===== config.mk =====
export PLATFORM = sky130hd
export DESIGN_NAME = tdm_switch_mode_reset_output_ctrl
export DESIGN_NICKNAME = d
export VERILOG_FILES = /design/src/rtl/tdm_switch_mode_reset_output_ctrl.v
export VERILOG_INCLUDE_DIRS = /design/src /design/src/inc
export SDC_FILE = /design/constraint.sdc
export NUM_CORES = 1
export LEC_CHECK = 0
export ABC_AREA = 0
export BUFFER_PORTS_ARGS = -buffer_cell sky130_fd_sc_hd__clkbuf_2
export CAP_MARGIN = 0
export CORE_MARGIN = 1
export CORE_UTILIZATION = 42
export CTS_CLUSTER_DIAMETER = 30
export DETAILED_ROUTE_END_ITERATION = 8
export PLACE_DENSITY = 0.87
export SYNTH_ARGS = -nofsm -noshare
export SYNTH_HDL_FRONTEND = slang
export SYNTH_SLANG_ARGS = --single-unit

===== constraint.sdc =====
create_clock -name clock_in -period 1.2 [get_ports clock_in]
set_input_delay 0.06 -clock clock_in [delete_from_list [all_inputs] [get_ports clock_in]]
set_output_delay 0.06 -clock clock_in [all_outputs]
set_load 0.02 [all_outputs]

===== src/inc/tdm_ctrl_regs.vh =====
// register offsets, field positions and reset values of the mode, reset and output enable registers
`ifndef TDM_CTRL_REGS_VH
`define TDM_CTRL_REGS_VH
`define ADDR_MODE 14'h0001
`define ADDR_SWRST 14'h0002
`define ADDR_OUTEN 14'h0003
`define MODE_START_BIT 0
`define MODE_PATTERN_LSB 1
`define MODE_PATTERN_MSB 3
`define MODE_MISC_LSB 4
`define MODE_WMASK 16'h017f
`define SWRST_SWITCH_BIT 1
`define SWRST_PLL_BIT 0
`define SWRST_WMASK 16'h0003
`define OUTEN_WMASK 16'h01ff
`define OUTEN_DLY2_BIT 8
`define OUTEN_DLY1_BIT 7
`define OUTEN_DLY0_BIT 6
`define OUTEN_CK5_BIT 5
`define OUTEN_CK4_BIT 4
`define OUTEN_PAIR_MSB 3
`define OUTEN_PAIR_LSB 0
`define MODE_RESET 16'h0000
`define SWRST_RESET 16'h0000
`define OUTEN_RESET 16'h0000
`define PROG_FRAMES 2'h2
`endif


===== src/rtl/tdm_switch_mode_reset_output_ctrl.v =====
// mode, software reset and output enable registers of the tdm switch control port
`timescale 1ns/1ps
`default_nettype none
`include "tdm_ctrl_regs.vh"
module tdm_switch_mode_reset_output_ctrl (
    input wire clock_in,
    input wire rst_in,
    input wire [13:0] addr_in,
    input wire [15:0] wdata_in,
    input wire wr_in,
    input wire rd_in,
    output reg [15:0] rdata_out,
    input wire block_program_enable_in,
    input wire frame_start_in,
    input wire master_mode_in,
    input wire slave_pll_enable_in,
    output wire prog_busy_out,
    output reg prog_fill_out,
    output wire [2:0] block_pattern_field_out,
    output wire switch_soft_reset_out,
    output wire pll_soft_reset_out,
    output wire delayed_frame_pulse2_oe_out,
    output wire delayed_frame_pulse1_oe_out,
    output wire delayed_frame_pulse0_oe_out,
    output wire clock_output_five_oe_out,
    output wire clock_output_four_oe_out,
    output wire [3:0] clock_pulse_pair_oe_out
);

////////////////////////////////////////////////////////////////////////////////
// reset words of the three registers
localparam [15:0] MODE_RESET_WORD = `MODE_RESET;
localparam [15:0] SWRST_RESET_WORD = `SWRST_RESET;
localparam [15:0] OUTEN_RESET_WORD = `OUTEN_RESET;

////////////////////////////////////////////////////////////////////////////////
// address and data helpers
function addr_hit;
    input [13:0] addr;
    input [13:0] target;
    begin
        addr_hit = (addr == target);
    end
endfunction

function [15:0] masked_word;
    input [15:0] data;
    input [15:0] mask;
    begin
        masked_word = data & mask;
    end
endfunction

////////////////////////////////////////////////////////////////////////////////
// two-flop synchronisers for the mode strap pins
reg master_s1_r;
reg master_s2_r;
reg slave_s1_r;
reg slave_s2_r;

always @(posedge clock_in) begin
    if (rst_in) begin
        master_s1_r <= 1'b0;
        master_s2_r <= 1'b0;
    end else begin
        master_s1_r <= master_mode_in;
        master_s2_r <= master_s1_r;
    end
end

always @(posedge clock_in) begin
    if (rst_in) begin
        slave_s1_r <= 1'b0;
        slave_s2_r <= 1'b0;
    end else begin
        slave_s1_r <= slave_pll_enable_in;
        slave_s2_r <= slave_s1_r;
    end
end

////////////////////////////////////////////////////////////////////////////////
// register state
reg start_r;
reg [2:0] pattern_r;
reg [15:4] mode_misc_r;
reg switch_reset_r;
reg pll_reset_r;
reg [2:0] delayed_en_r;
reg [1:0] clock45_en_r;
reg [3:0] pair_en_r;
reg [1:0] frame_cnt_r;
reg [1:0] frame_cnt_nxt;
reg start_nxt;
reg fill_nxt;
reg enable_d_r;
reg [15:0] read_value;
wire [15:0] mode_masked;
wire [15:0] swrst_masked;
wire [15:0] outen_masked;
wire [15:0] mode_word;
wire [15:0] swrst_word;
wire [15:0] outen_word;
wire mode_wr;
wire swrst_wr;
wire outen_wr;
wire start_rise;
wire start_drop;
wire enable_fall;
wire frame_tick;
wire last_frame;
wire ck45_avail;

////////////////////////////////////////////////////////////////////////////////
// write decode
assign mode_wr = wr_in && addr_hit(addr_in, `ADDR_MODE);
assign swrst_wr = wr_in && addr_hit(addr_in, `ADDR_SWRST);
assign outen_wr = wr_in && addr_hit(addr_in, `ADDR_OUTEN);
assign mode_masked = masked_word(wdata_in, `MODE_WMASK);
assign swrst_masked = masked_word(wdata_in, `SWRST_WMASK);
assign outen_masked = masked_word(wdata_in, `OUTEN_WMASK);

////////////////////////////////////////////////////////////////////////////////
// programming events
assign start_rise = mode_wr && wdata_in[`MODE_START_BIT] && !start_r;
assign start_drop = mode_wr && !wdata_in[`MODE_START_BIT];
assign enable_fall = enable_d_r && !block_program_enable_in;
assign frame_tick = frame_start_in && block_program_enable_in;
assign last_frame = (frame_cnt_r == (`PROG_FRAMES - 2'h1));

// enable history for the falling-edge abort
always @(posedge clock_in) begin
    if (rst_in) begin
        enable_d_r <= 1'b0;
    end else begin
        enable_d_r <= block_program_enable_in;
    end
end

////////////////////////////////////////////////////////////////////////////////
// programming sequencer
always @* begin
    start_nxt = start_r;
    fill_nxt = prog_fill_out;
    frame_cnt_nxt = frame_cnt_r;
    if (start_rise) begin
        start_nxt = 1'b1;
        fill_nxt = 1'b0;
        frame_cnt_nxt = 2'h0;
    end else if (start_r) begin
        if (start_drop || enable_fall) begin
            start_nxt = 1'b0;
            fill_nxt = 1'b0;
            frame_cnt_nxt = 2'h0;
        end else if (frame_tick) begin
            if (last_frame) begin
                start_nxt = 1'b0;
                fill_nxt = 1'b0;
                frame_cnt_nxt = 2'h0;
            end else begin
                fill_nxt = 1'b1;
                frame_cnt_nxt = frame_cnt_r + 2'h1;
            end
        end
    end
end

always @(posedge clock_in) begin
    if (rst_in) begin
        frame_cnt_r <= 2'h0;
    end else begin
        frame_cnt_r <= frame_cnt_nxt;
    end
end

always @(posedge clock_in) begin
    if (rst_in) begin
        prog_fill_out <= 1'b0;
    end else begin
        prog_fill_out <= fill_nxt;
    end
end

////////////////////////////////////////////////////////////////////////////////
// mode register
always @(posedge clock_in) begin
    if (rst_in) begin
        start_r <= MODE_RESET_WORD[`MODE_START_BIT];
    end else begin
        start_r <= start_nxt;
    end
end

always @(posedge clock_in) begin
    if (rst_in) begin
        pattern_r <= MODE_RESET_WORD[`MODE_PATTERN_MSB:`MODE_PATTERN_LSB];
        mode_misc_r <= MODE_RESET_WORD[15:`MODE_MISC_LSB];
    end else if (mode_wr) begin
        pattern_r <= mode_masked[`MODE_PATTERN_MSB:`MODE_PATTERN_LSB];
        mode_misc_r <= mode_masked[15:`MODE_MISC_LSB];
    end
end

assign mode_word = {mode_misc_r, pattern_r, start_r};

////////////////////////////////////////////////////////////////////////////////
// software reset register
always @(posedge clock_in) begin
    if (rst_in) begin
        switch_reset_r <= SWRST_RESET_WORD[`SWRST_SWITCH_BIT];
    end else if (swrst_wr) begin
        switch_reset_r <= swrst_masked[`SWRST_SWITCH_BIT];
    end
end

always @(posedge clock_in) begin
    if (rst_in) begin
        pll_reset_r <= SWRST_RESET_WORD[`SWRST_PLL_BIT];
    end else if (swrst_wr) begin
        pll_reset_r <= swrst_masked[`SWRST_PLL_BIT];
    end
end

assign swrst_word = {14'h0000, switch_reset_r, pll_reset_r};

////////////////////////////////////////////////////////////////////////////////
// output enable register
always @(posedge clock_in) begin
    if (rst_in) begin
        delayed_en_r <= OUTEN_RESET_WORD[`OUTEN_DLY2_BIT:`OUTEN_DLY0_BIT];
    end else if (outen_wr) begin
        delayed_en_r <= outen_masked[`OUTEN_DLY2_BIT:`OUTEN_DLY0_BIT];
    end
end

always @(posedge clock_in) begin
    if (rst_in) begin
        clock45_en_r <= OUTEN_RESET_WORD[`OUTEN_CK5_BIT:`OUTEN_CK4_BIT];
    end else if (outen_wr) begin
        clock45_en_r <= outen_masked[`OUTEN_CK5_BIT:`OUTEN_CK4_BIT];
    end
end

always @(posedge clock_in) begin
    if (rst_in) begin
        pair_en_r <= OUTEN_RESET_WORD[`OUTEN_PAIR_MSB:`OUTEN_PAIR_LSB];
    end else if (outen_wr) begin
        pair_en_r <= outen_masked[`OUTEN_PAIR_MSB:`OUTEN_PAIR_LSB];
    end
end

assign outen_word = {7'h00, delayed_en_r, clock45_en_r, pair_en_r};

////////////////////////////////////////////////////////////////////////////////
// read data
always @* begin
    read_value = 16'h0000;
    if (addr_hit(addr_in, `ADDR_MODE)) begin
        read_value = mode_word;
    end else if (addr_hit(addr_in, `ADDR_SWRST)) begin
        read_value = swrst_word;
    end else if (addr_hit(addr_in, `ADDR_OUTEN)) begin
        read_value = outen_word;
    end
end

always @(posedge clock_in) begin
    if (rst_in) begin
        rdata_out <= 16'h0000;
    end else if (rd_in) begin
        rdata_out <= read_value;
    end
end

////////////////////////////////////////////////////////////////////////////////
// programming status outputs
assign prog_busy_out = start_r;
assign block_pattern_field_out = pattern_r;

////////////////////////////////////////////////////////////////////////////////
// software reset outputs
assign switch_soft_reset_out = switch_reset_r;
assign pll_soft_reset_out = pll_reset_r;

////////////////////////////////////////////////////////////////////////////////
// output enables
assign ck45_avail = master_s2_r || slave_s2_r;
assign delayed_frame_pulse2_oe_out = delayed_en_r[2];
assign delayed_frame_pulse1_oe_out = delayed_en_r[1];
assign delayed_frame_pulse0_oe_out = delayed_en_r[0];
assign clock_output_five_oe_out = clock45_en_r[1] && ck45_avail;
assign clock_output_four_oe_out = clock45_en_r[0] && ck45_avail;
assign clock_pulse_pair_oe_out = pair_en_r;

endmodule // tdm_switch_mode_reset_output_ctrl
`default_nettype wire

==> results.json, run 1 <==
{
  "min_period_ps": 1130,
  "die_y_um": 64.3,
  "grt_start_max_net_pins": 14,
  "synth_flop_cell": "dfxtp_1",
  "synth_compound_area_share_pct": 11.9,
  "grt-ovfl-total": 0,
  "path_cells": "nand2_1 -> or4_1 -> o21ai_1",
  "leakagePower_nw": 0.972,
  "antenna_found_initial": 0,
  "async_reset_ff_share_pct": 0,
  "cts_num_sinks": 36,
  "clk_path_buf_depth": 2,
  "drive_above_1_share_pct": 35.7,
  "coreArea_sq_um": 3690,
  "timing.fmax_mhz": 882,
  "avgViaCountPerCell": 4.99,
  "power_mw": 2.19,
  "multi_input_comb_area_sq_um": 832,
  "port_buffers": 55,
  "final_core_util_pct": 56.4,
  "area_growth_pct": 27.6,
  "yosys.area.top_type": "dfxtp_1",
  "dr.pass1.iters": 4,
  "max_stage_delay_ps": 480,
  "grt_usage_pct": 18.3,
  "antenna_left": 0,
  "tns_ps": 0,
  "final_hold_viol_count": 0,
  "post_cts_buffers": 0,
  "die-area_sq_um": 4140,
  "maxSlewViolCount": 0,
  "yosys-top-cells-area": "dfxtp_1, mux2i_1, nand2_1",
  "final_cell_mix": "clkbuf_2, dfxtp_1, nand2_1",
  "grt_pass1_vias": 1305,
  "wl_per_cell_um": 12.2,
  "crit_type": "register to register",
  "cp_data_required_time_ps": 1420,
  "drt_iter0_drc": 60,
  "placed_area_sq_um": 1980,
  "synthSimpleGateAreaFrac_pct": 25.2,
  "synthXorXnorAreaFrac_pct": 0.537,
  "holdCritPathClass": "input port to register",
  "htreeDepth": 2,
  "cp.arrival_ps": 1360,
  "ys_seq_area_share_pct": 44.2,
  "synth_top_family_by_area": "simple AND/OR/NAND/NOR gates",
  "status": "completed",
  "hpwl_um": 2690,
  "crit_buf_inv": 0,
  "drv_cap": 0,
  "worstSetupEndpointType": "register",
  "cts_buffers": 5,
  "cts_tree": "built",
  "power.density_nw_per_um2": 1050,
  "ctsHoldBuffers": 2,
  "ys_types": 36,
  "startpoint_type": "register",
  "n_antenna_cell": 0,
  "fin_worst_skew_ps": 3.97,
  "rsz0062_at_grt": "no",
  "design_area_sq_um": 2080,
  "syn_inst": 171,
  "fill_cells": 371,
  "placement_rows": 22,
  "crit_family": "simple AND/OR/NAND/NOR gates",
  "synth_edf_count": 0,
  "finalWirelength_um": 3490,
  "die_width_um": 64.3,
  "num_vias": 1428,
  "seq_power_share_pct": 55.1,
  "start_util_pct": 44.2,
  "p_comb_share_pct": 8.6,
  "synth_mux_area_share_pct": 11.8,
  "setup_violations": 0,
  "switchingPower_mw": 0.510,
  "swShare_pct": 23.3,
  "ys_seq_elements": 36,
  "clk_latency_ps": 290,
  "cts_root_buf": "clkbuf_8",
  "synth_fa_ha_area_share_pct": 0,
  "clock_power_share_pct": 36.3,
  "critPathMaxFanout": 10,
  "p_int_mw": 1.68,
  "cp_slowest_cell": "or4_1",
  "netlist_area_sq_um": 1630,
  "syn_avg_cell_area_sq_um": 9.53,
  "cts_resized": 0,
  "ios": 70,
  "gp_congestion": 0.797,
  "nets": 276,
  "grt_first_pass_wirelength_um": 5750,
  "register_area_sq_um": 722,
  "final_common_cell": "clkbuf_2",
  "yosysWarningCount": 0,
  "path_clk_slew_ps": 60,
  "layout_worst_path_cycle_share_pct": 94.5,
  "drc": 0,
  "peakVddDrop_v": 0.000792,
  "synth.top_cell.area_share_pct": 44.2
}
[area by class of cell]
type	count	share of cell area [%]
multi-input cells	125	40.0
flip-flops and latches	36	34.7
repair buffers	69	18.5
clock buffers	6	3.49
well taps	48	2.89
clock inverters	1	0.241
inverters	1	0.180
[sequential cells by signal (all words and copies together) (netlist names)]
name	flops
block_pattern_field_out	3
slave_s2_r	1
master_s1_r	1
frame_cnt_r	2
mode_misc_r	4
enable_d_r	1
master_s2_r	1
clock45_en_r	2
pll_soft_reset_out	1
rdata_out	9
prog_fill_out	1
clock_pulse_pair_oe_out	4
delayed_en_r	3
switch_soft_reset_out	1
prog_busy_out	1
slave_s1_r	1
[layer usage]
metal  track usage [%]  routed length (um)  vias up
li1                  -                   -      726
met1              22.7                1600      643
met2              30.3                1610       51
met3              3.93                 218        8
met4              8.33                  63        0
met5                 0                   0        -
[tightest hold or removal path, delay by kind of cell]
family                 cells  cell delay, ps
and+or+nand+nor            1              80
buffers and inverters      1              80
muxes                      1              50
[stage by stage]
step | hold slack (ps) | cells | worst slack (ps)
after global routing | 37.0 | 286 | 19.1
after detailed placement | 274 | 277 | -111
final | 24.0 | 286 | 65.9
after floorplan | 188 | 177 | 5.99
after CTS | 22.2 | 286 | 65.2
after global placement | 274 | 277 | -65.7
[cell usage after synthesis (all sizes together) (3+ instances only)]
| cell type | count |
|---|---|
| dfxtp | 36 |
| nand2 | 18 |
| mux2i | 17 |
| nor2 | 13 |
| buf | 11 |
| a21oi | 10 |
| nand3 | 9 |
| o21ai | 7 |
| nand2b | 6 |
| nor2b | 6 |
| clkbuf | 4 |
| nand4 | 4 |
| a22o | 3 |
| nor4 | 3 |
| o21a | 3 |
[path summary, 6_finish.rpt]
kind                                   endpoint  cells after the start          start  slack [ps]
worst max-delay path             frame_cnt_r[0]                      3  prog_busy_out          70
worst min-delay path            delayed_en_r[1]                      3    wdata_in[7]          20
worst max register to register   frame_cnt_r[0]                      3  prog_busy_out          70
worst min register to register      master_s2_r                      1    master_s1_r         450
[cell families (layout without fill, tap and decap cells)]
family | Yosys count | in the layout
simple gates | 68 | 68
mux | 19 | 19
flops | 36 | 36
buf+inv | 16 | 77
other cells | 1 | 7
xor+xnor | 1 | 1
compound gates | 30 | 30
[power by group through the flow]
stage	registers, mW	clock network (mW)	logic (mW)
2_1_floorplan	1.23	0	0.0958
3_3_place_gp	1.23	0	0.180
3_5_place_dp	1.23	0	0.182
4_1_cts	1.20	0.817	0.188
5_1_grt	1.21	0.874	0.204
6_report	1.21	0.794	0.188
(Power assumes the default switching activity.)
==> inputs of run 2 (changes only) <==
CORE_UTILIZATION = 44   (was 42)
CTS_BUF_LIST = sky130_fd_sc_hd__clkbuf_8   (was default)
PLACE_DENSITY = 0.9   (was 0.87)
==> results.json, run 2 (synthesis gave the netlist of run 1 again) <==
{
  "n_antenna_cell": 0,
  "wl_per_cell_um": 13.0,
  "gp_congestion": 0.770,
  "htreeDepth": 2,
  "design_area_sq_um": 2110,
  "startpoint_type": "input port",
  "power_mw": 2.42,
  "area_growth_pct": 29.5,
  "grt_pass1_vias": 1428,
  "drc": 0,
  "placed_area_sq_um": 1980,
  "drive_above_1_share_pct": 36.4,
  "num_vias": 1438,
  "finalWirelength_um": 3700,
  "critPathMaxFanout": 5,
  "grt_usage_pct": 20.1,
  "placement_rows": 21,
  "final_cell_mix": "clkbuf_2, dfxtp_1, mux2i_1, nand2_1, nor2_1",
  "die-area_sq_um": 3950,
  "antenna_left": 0,
  "holdCritPathClass": "input port to register",
  "hpwl_um": 2850,
  "worstSetupEndpointType": "register",
  "start_util_pct": 47.4,
  "avgViaCountPerCell": 5.05,
  "clk_path_buf_depth": 2,
  "cts_root_buf": "clkbuf_8",
  "dr.pass1.iters": 4,
  "cp.arrival_ps": 1350,
  "die_y_um": 62.9,
  "crit_type": "input port to register",
  "post_cts_buffers": 0,
  "status": "completed",
  "largest_reg_flops": 9,
  "peakVddDrop_v": 0.000684,
  "drv_cap": 0,
  "drt_iter0_drc": 60,
  "ios": 70,
  "cts_tree": "built",
  "grt_start_max_net_pins": 17,
  "final_common_cell": "clkbuf_2",
  "die_width_um": 62.9,
  "cp_data_required_time_ps": 1430,
  "grt_first_pass_wirelength_um": 6150,
  "port_buffers": 55,
  "power.density_nw_per_um2": 1150,
  "setup_violations": 0,
  "rsz0062_at_grt": "no",
  "grt-ovfl-total": 0,
  "min_period_ps": 1120,
  "leakagePower_nw": 0.994,
  "cts_num_sinks": 36,
  "maxSlewViolCount": 0,
  "hold_ws_ps": 1.41,
  "path_clk_slew_ps": 70,
  "antenna_found_initial": 0,
  "tns_ps": 0,
  "coreArea_sq_um": 3440,
  "clk_latency_ps": 290,
  "timing.fmax_mhz": 894,
  "cts_buffers": 5,
  "top_register": "rdata_out",
  "layout_worst_path_cycle_share_pct": 93.2,
  "nets": 276,
  "fin_worst_skew_ps": 2.94,
  "final_hold_viol_count": 0
}
[run 2: cell count changes in the layout (fill, tap and decap cells not counted)]
cell / delta
nand2_2: +1
bufinv_16: +1
clkbuf_1: -1
inv_1: +1
nand2_1: -1
[run 2: routing by layer]
metal	up-vias	part of all wire [%]	global-route usage (%)
met4	0	2.1	12.5
met2	41	50	34.9
li1	722	-	-
met1	665	43	22.0
met5	-	0	0
met3	10	4.6	4.38
[run 2: final timing paths]
| kind | start | end | slack [ps] | depth (start not counted) |
|---|---|---|---|---|
| hold / removal | master_mode_in | master_s1_r | 1 | 2 |
| hold reg to reg | master_s1_r | master_s2_r | 440 | 1 |
| setup reg to reg | enable_d_r | frame_cnt_r[0] | 90 | 4 |
| setup / recovery | rst_in | frame_cnt_r[0] | 80 | 4 |
[run 2: area by class of cell]
class / instances / area, sq um
Clock buffer: 5 / 68.8
Sequential cell: 36 / 722
Multi-Input combinational cell: 125 / 835
Tap cell: 46 / 57.6
Fill cell: 298 / 1330
Inverter: 1 / 3.75
Clock inverter: 3 / 38.8
Timing Repair Buffer: 69 / 385
[run 2: metrics by stage]
step	worst slack [ps]	std cells	utilization (%)
after floorplan	5.99	177	-
after global placement	-46.8	275	57.5
after detailed placement	-80.3	275	57.5
after CTS	72.3	285	61.3
after global routing	14.4	285	61.3
final	81.6	285	61.3
[run 2: power breakdown]
| part | total, mW | internal, mW | leakage (nW) | switching (mW) |
|---|---|---|---|---|
| sequential | 1.20 | 1.20 | 0.291 | 0.00254 |
| combinational | 0.187 | 0.0800 | 0.643 | 0.107 |
| clock | 1.03 | 0.607 | 0.0593 | 0.420 |
[run 2: what timing repair did]
| action | in CTS | in global routing |
|---|---|---|
| resized for setup | 0 | 1 |
| hold endpoints to repair | 2 | 0 |
| endpoints found under the setup margin | 0 | 6 |
| hold buffers | 2 | 0 |
[run 2: critical path: stages]
cell and delay, ps:
dlygate4sd3_1 530, clkbuf_2 140, or4_1 530, o21ai_1 80
==> inputs of run 3 (changes only) <==
CORE_ASPECT_RATIO = 1.2   (was default)
CORE_MARGIN = default   (was 1)
==> results.json, run 3 (synthesis gave the netlist of run 1 again) <==
{
  "drt_iter0_drc": 43,
  "grt_pass1_vias": 1369,
  "clk_latency_ps": 290,
  "hpwl_um": 2840,
  "switchingPower_mw": 0.545,
  "leakagePower_nw": 0.990,
  "drive_above_1_share_pct": 37.2,
  "cts_buffers": 5,
  "htreeDepth": 2,
  "critPathMaxFanout": 10,
  "maxSlewViolCount": 0,
  "die-area_sq_um": 3950,
  "hold_ws_ps": 7.92,
  "n_antenna_cell": 0,
  "design_area_sq_um": 2100,
  "grt_first_pass_wirelength_um": 6200,
  "path_clk_slew_ps": 70,
  "top_register": "rdata_out",
  "start_util_pct": 47.6,
  "r2r_start": "prog_busy_out",
  "holdCritPathClass": "input port to register",
  "cp.arrival_ps": 1360,
  "cp_data_required_time_ps": 1430,
  "port_buffers": 55,
  "seq_power_share_pct": 49.3,
  "dr.pass1.iters": 6,
  "wl_per_cell_um": 13.7,
  "register_area_sq_um": 724,
  "cp_slowest_cell": "or4_4",
  "placed_area_sq_um": 1970,
  "ios": 70,
  "gp_congestion": 0.786,
  "final_core_util_pct": 61.5,
  "worstSetupEndpointType": "register",
  "antenna_found_initial": 0,
  "min_period_ps": 1130,
  "fill_cells": 298,
  "final_common_cell": "clkbuf_2",
  "avgViaCountPerCell": 5.19,
  "violations": "DRC",
  "final_hold_viol_count": 0,
  "peakVddDrop_v": 0.000756,
  "num_vias": 1433,
  "path_cells": "nand2_1 -> or4_4 -> o21ai_1",
  "startpoint_type": "register",
  "fin_worst_skew_ps": 5.62,
  "p_int_mw": 1.89,
  "status": "finished with violations",
  "crit_start": "prog_busy_out",
  "drc": 3,
  "die_width_um": 57.6,
  "cts_num_sinks": 36,
  "setup_violations": 0,
  "drv_cap": 0,
  "finalWirelength_um": 3790,
  "timing.fmax_mhz": 882,
  "placement_rows": 23,
  "grt_start_max_net_pins": 18,
  "coreArea_sq_um": 3420,
  "antenna_left": 0,
  "p_comb_share_pct": 7.6,
  "largest_reg_flops": 9,
  "clk_path_buf_depth": 2,
  "clock_power_share_pct": 43.1,
  "area_growth_pct": 29.1,
  "grt_usage_pct": 21.1,
  "place_ws_ps": -103,
  "layout_worst_path_cycle_share_pct": 94.4,
  "nets": 276,
  "multi_input_comb_area_sq_um": 836,
  "rsz0062_at_grt": "no",
  "finalWorstSetupSlack_ps": 66.7,
  "cts_tree": "built",
  "swShare_pct": 22.4,
  "grt-ovfl-total": 0,
  "final_cell_mix": "clkbuf_2, dfxtp_1, nand2_1",
  "crit_type": "register to register",
  "cts_root_buf": "clkbuf_8",
  "die_y_um": 68.7,
  "power.density_nw_per_um2": 1160,
  "min_from": "wdata_in[7]",
  "max_stage_delay_ps": 480
}
## run 3: cell types whose count changed in the layout (fill, tap and decap cells not counted), sizes merged
cell         before  now
buf              12   13
inv               2    1
clkinvlp          0    1
dlygate4sd3       2    1
## run 3: stage by stage
stage	std cells	setup TNS (ps)	power (mW)
2_1_floorplan	177	0	1.33
3_3_place_gp	266	-725	1.41
3_5_place_dp	266	-1670	1.41
4_1_cts	275	0	2.45
5_1_grt	276	0	2.51
6_report	276	0	2.44
## run 3: layout make-up
cell class | count | area share, %
Clock buffer | 5 | 3.27
Clock inverter | 3 | 2.02
Inverter | 1 | 0.178
Multi-Input combinational cell | 125 | 39.7
Sequential cell | 36 | 34.4
Tap cell | 37 | 2.20
Timing Repair Buffer | 69 | 18.2
## run 3: critical path: cells and delay by family (launching register included)
| family | cells | cell delay, ps |
|---|---|---|
| AND/OR/NAND/NOR | 2 | 570 |
| flip-flops | 1 | 400 |
| AO/OA/AOI/OAI | 1 | 90 |
## run 3: power by group through the flow
stage | logic (mW) | registers (mW) | clock network [mW]
floorplan | 0.0958 | 1.23 | 0
global placement | 0.176 | 1.23 | 0
detailed placement | 0.178 | 1.23 | 0
CTS | 0.181 | 1.20 | 1.06
global route | 0.202 | 1.20 | 1.11
finish | 0.184 | 1.20 | 1.05
## run 3: path summary, 6_finish.rpt
path,slack (ps),depth (start not counted),to
hold reg to reg,460,1,slave_s2_r
setup / recovery,70,3,frame_cnt_r[0]
hold / removal,8,3,delayed_en_r[1]
setup reg to reg,70,3,frame_cnt_r[0]
## run 3: routing by layer
| metal | part of all wire, % | vias to the layer above | track usage, % |
|---|---|---|---|
| li1 | - | 724 | - |
| met1 | 42 | 665 | 23.0 |
| met2 | 52 | 38 | 37.1 |
| met3 | 4.5 | 6 | 7.65 |
| met4 | 1.6 | 0 | 9.15 |
| met5 | 0 | - | 0 |
## run 3: what timing repair did
action                                  4_1_cts  5_1_grt
buffers inserted                              0        1
hold buffers                                  1        0
endpoints found under the hold margin         1        0
endpoints found under the setup margin        0        2
gates resized for setup                       0        2
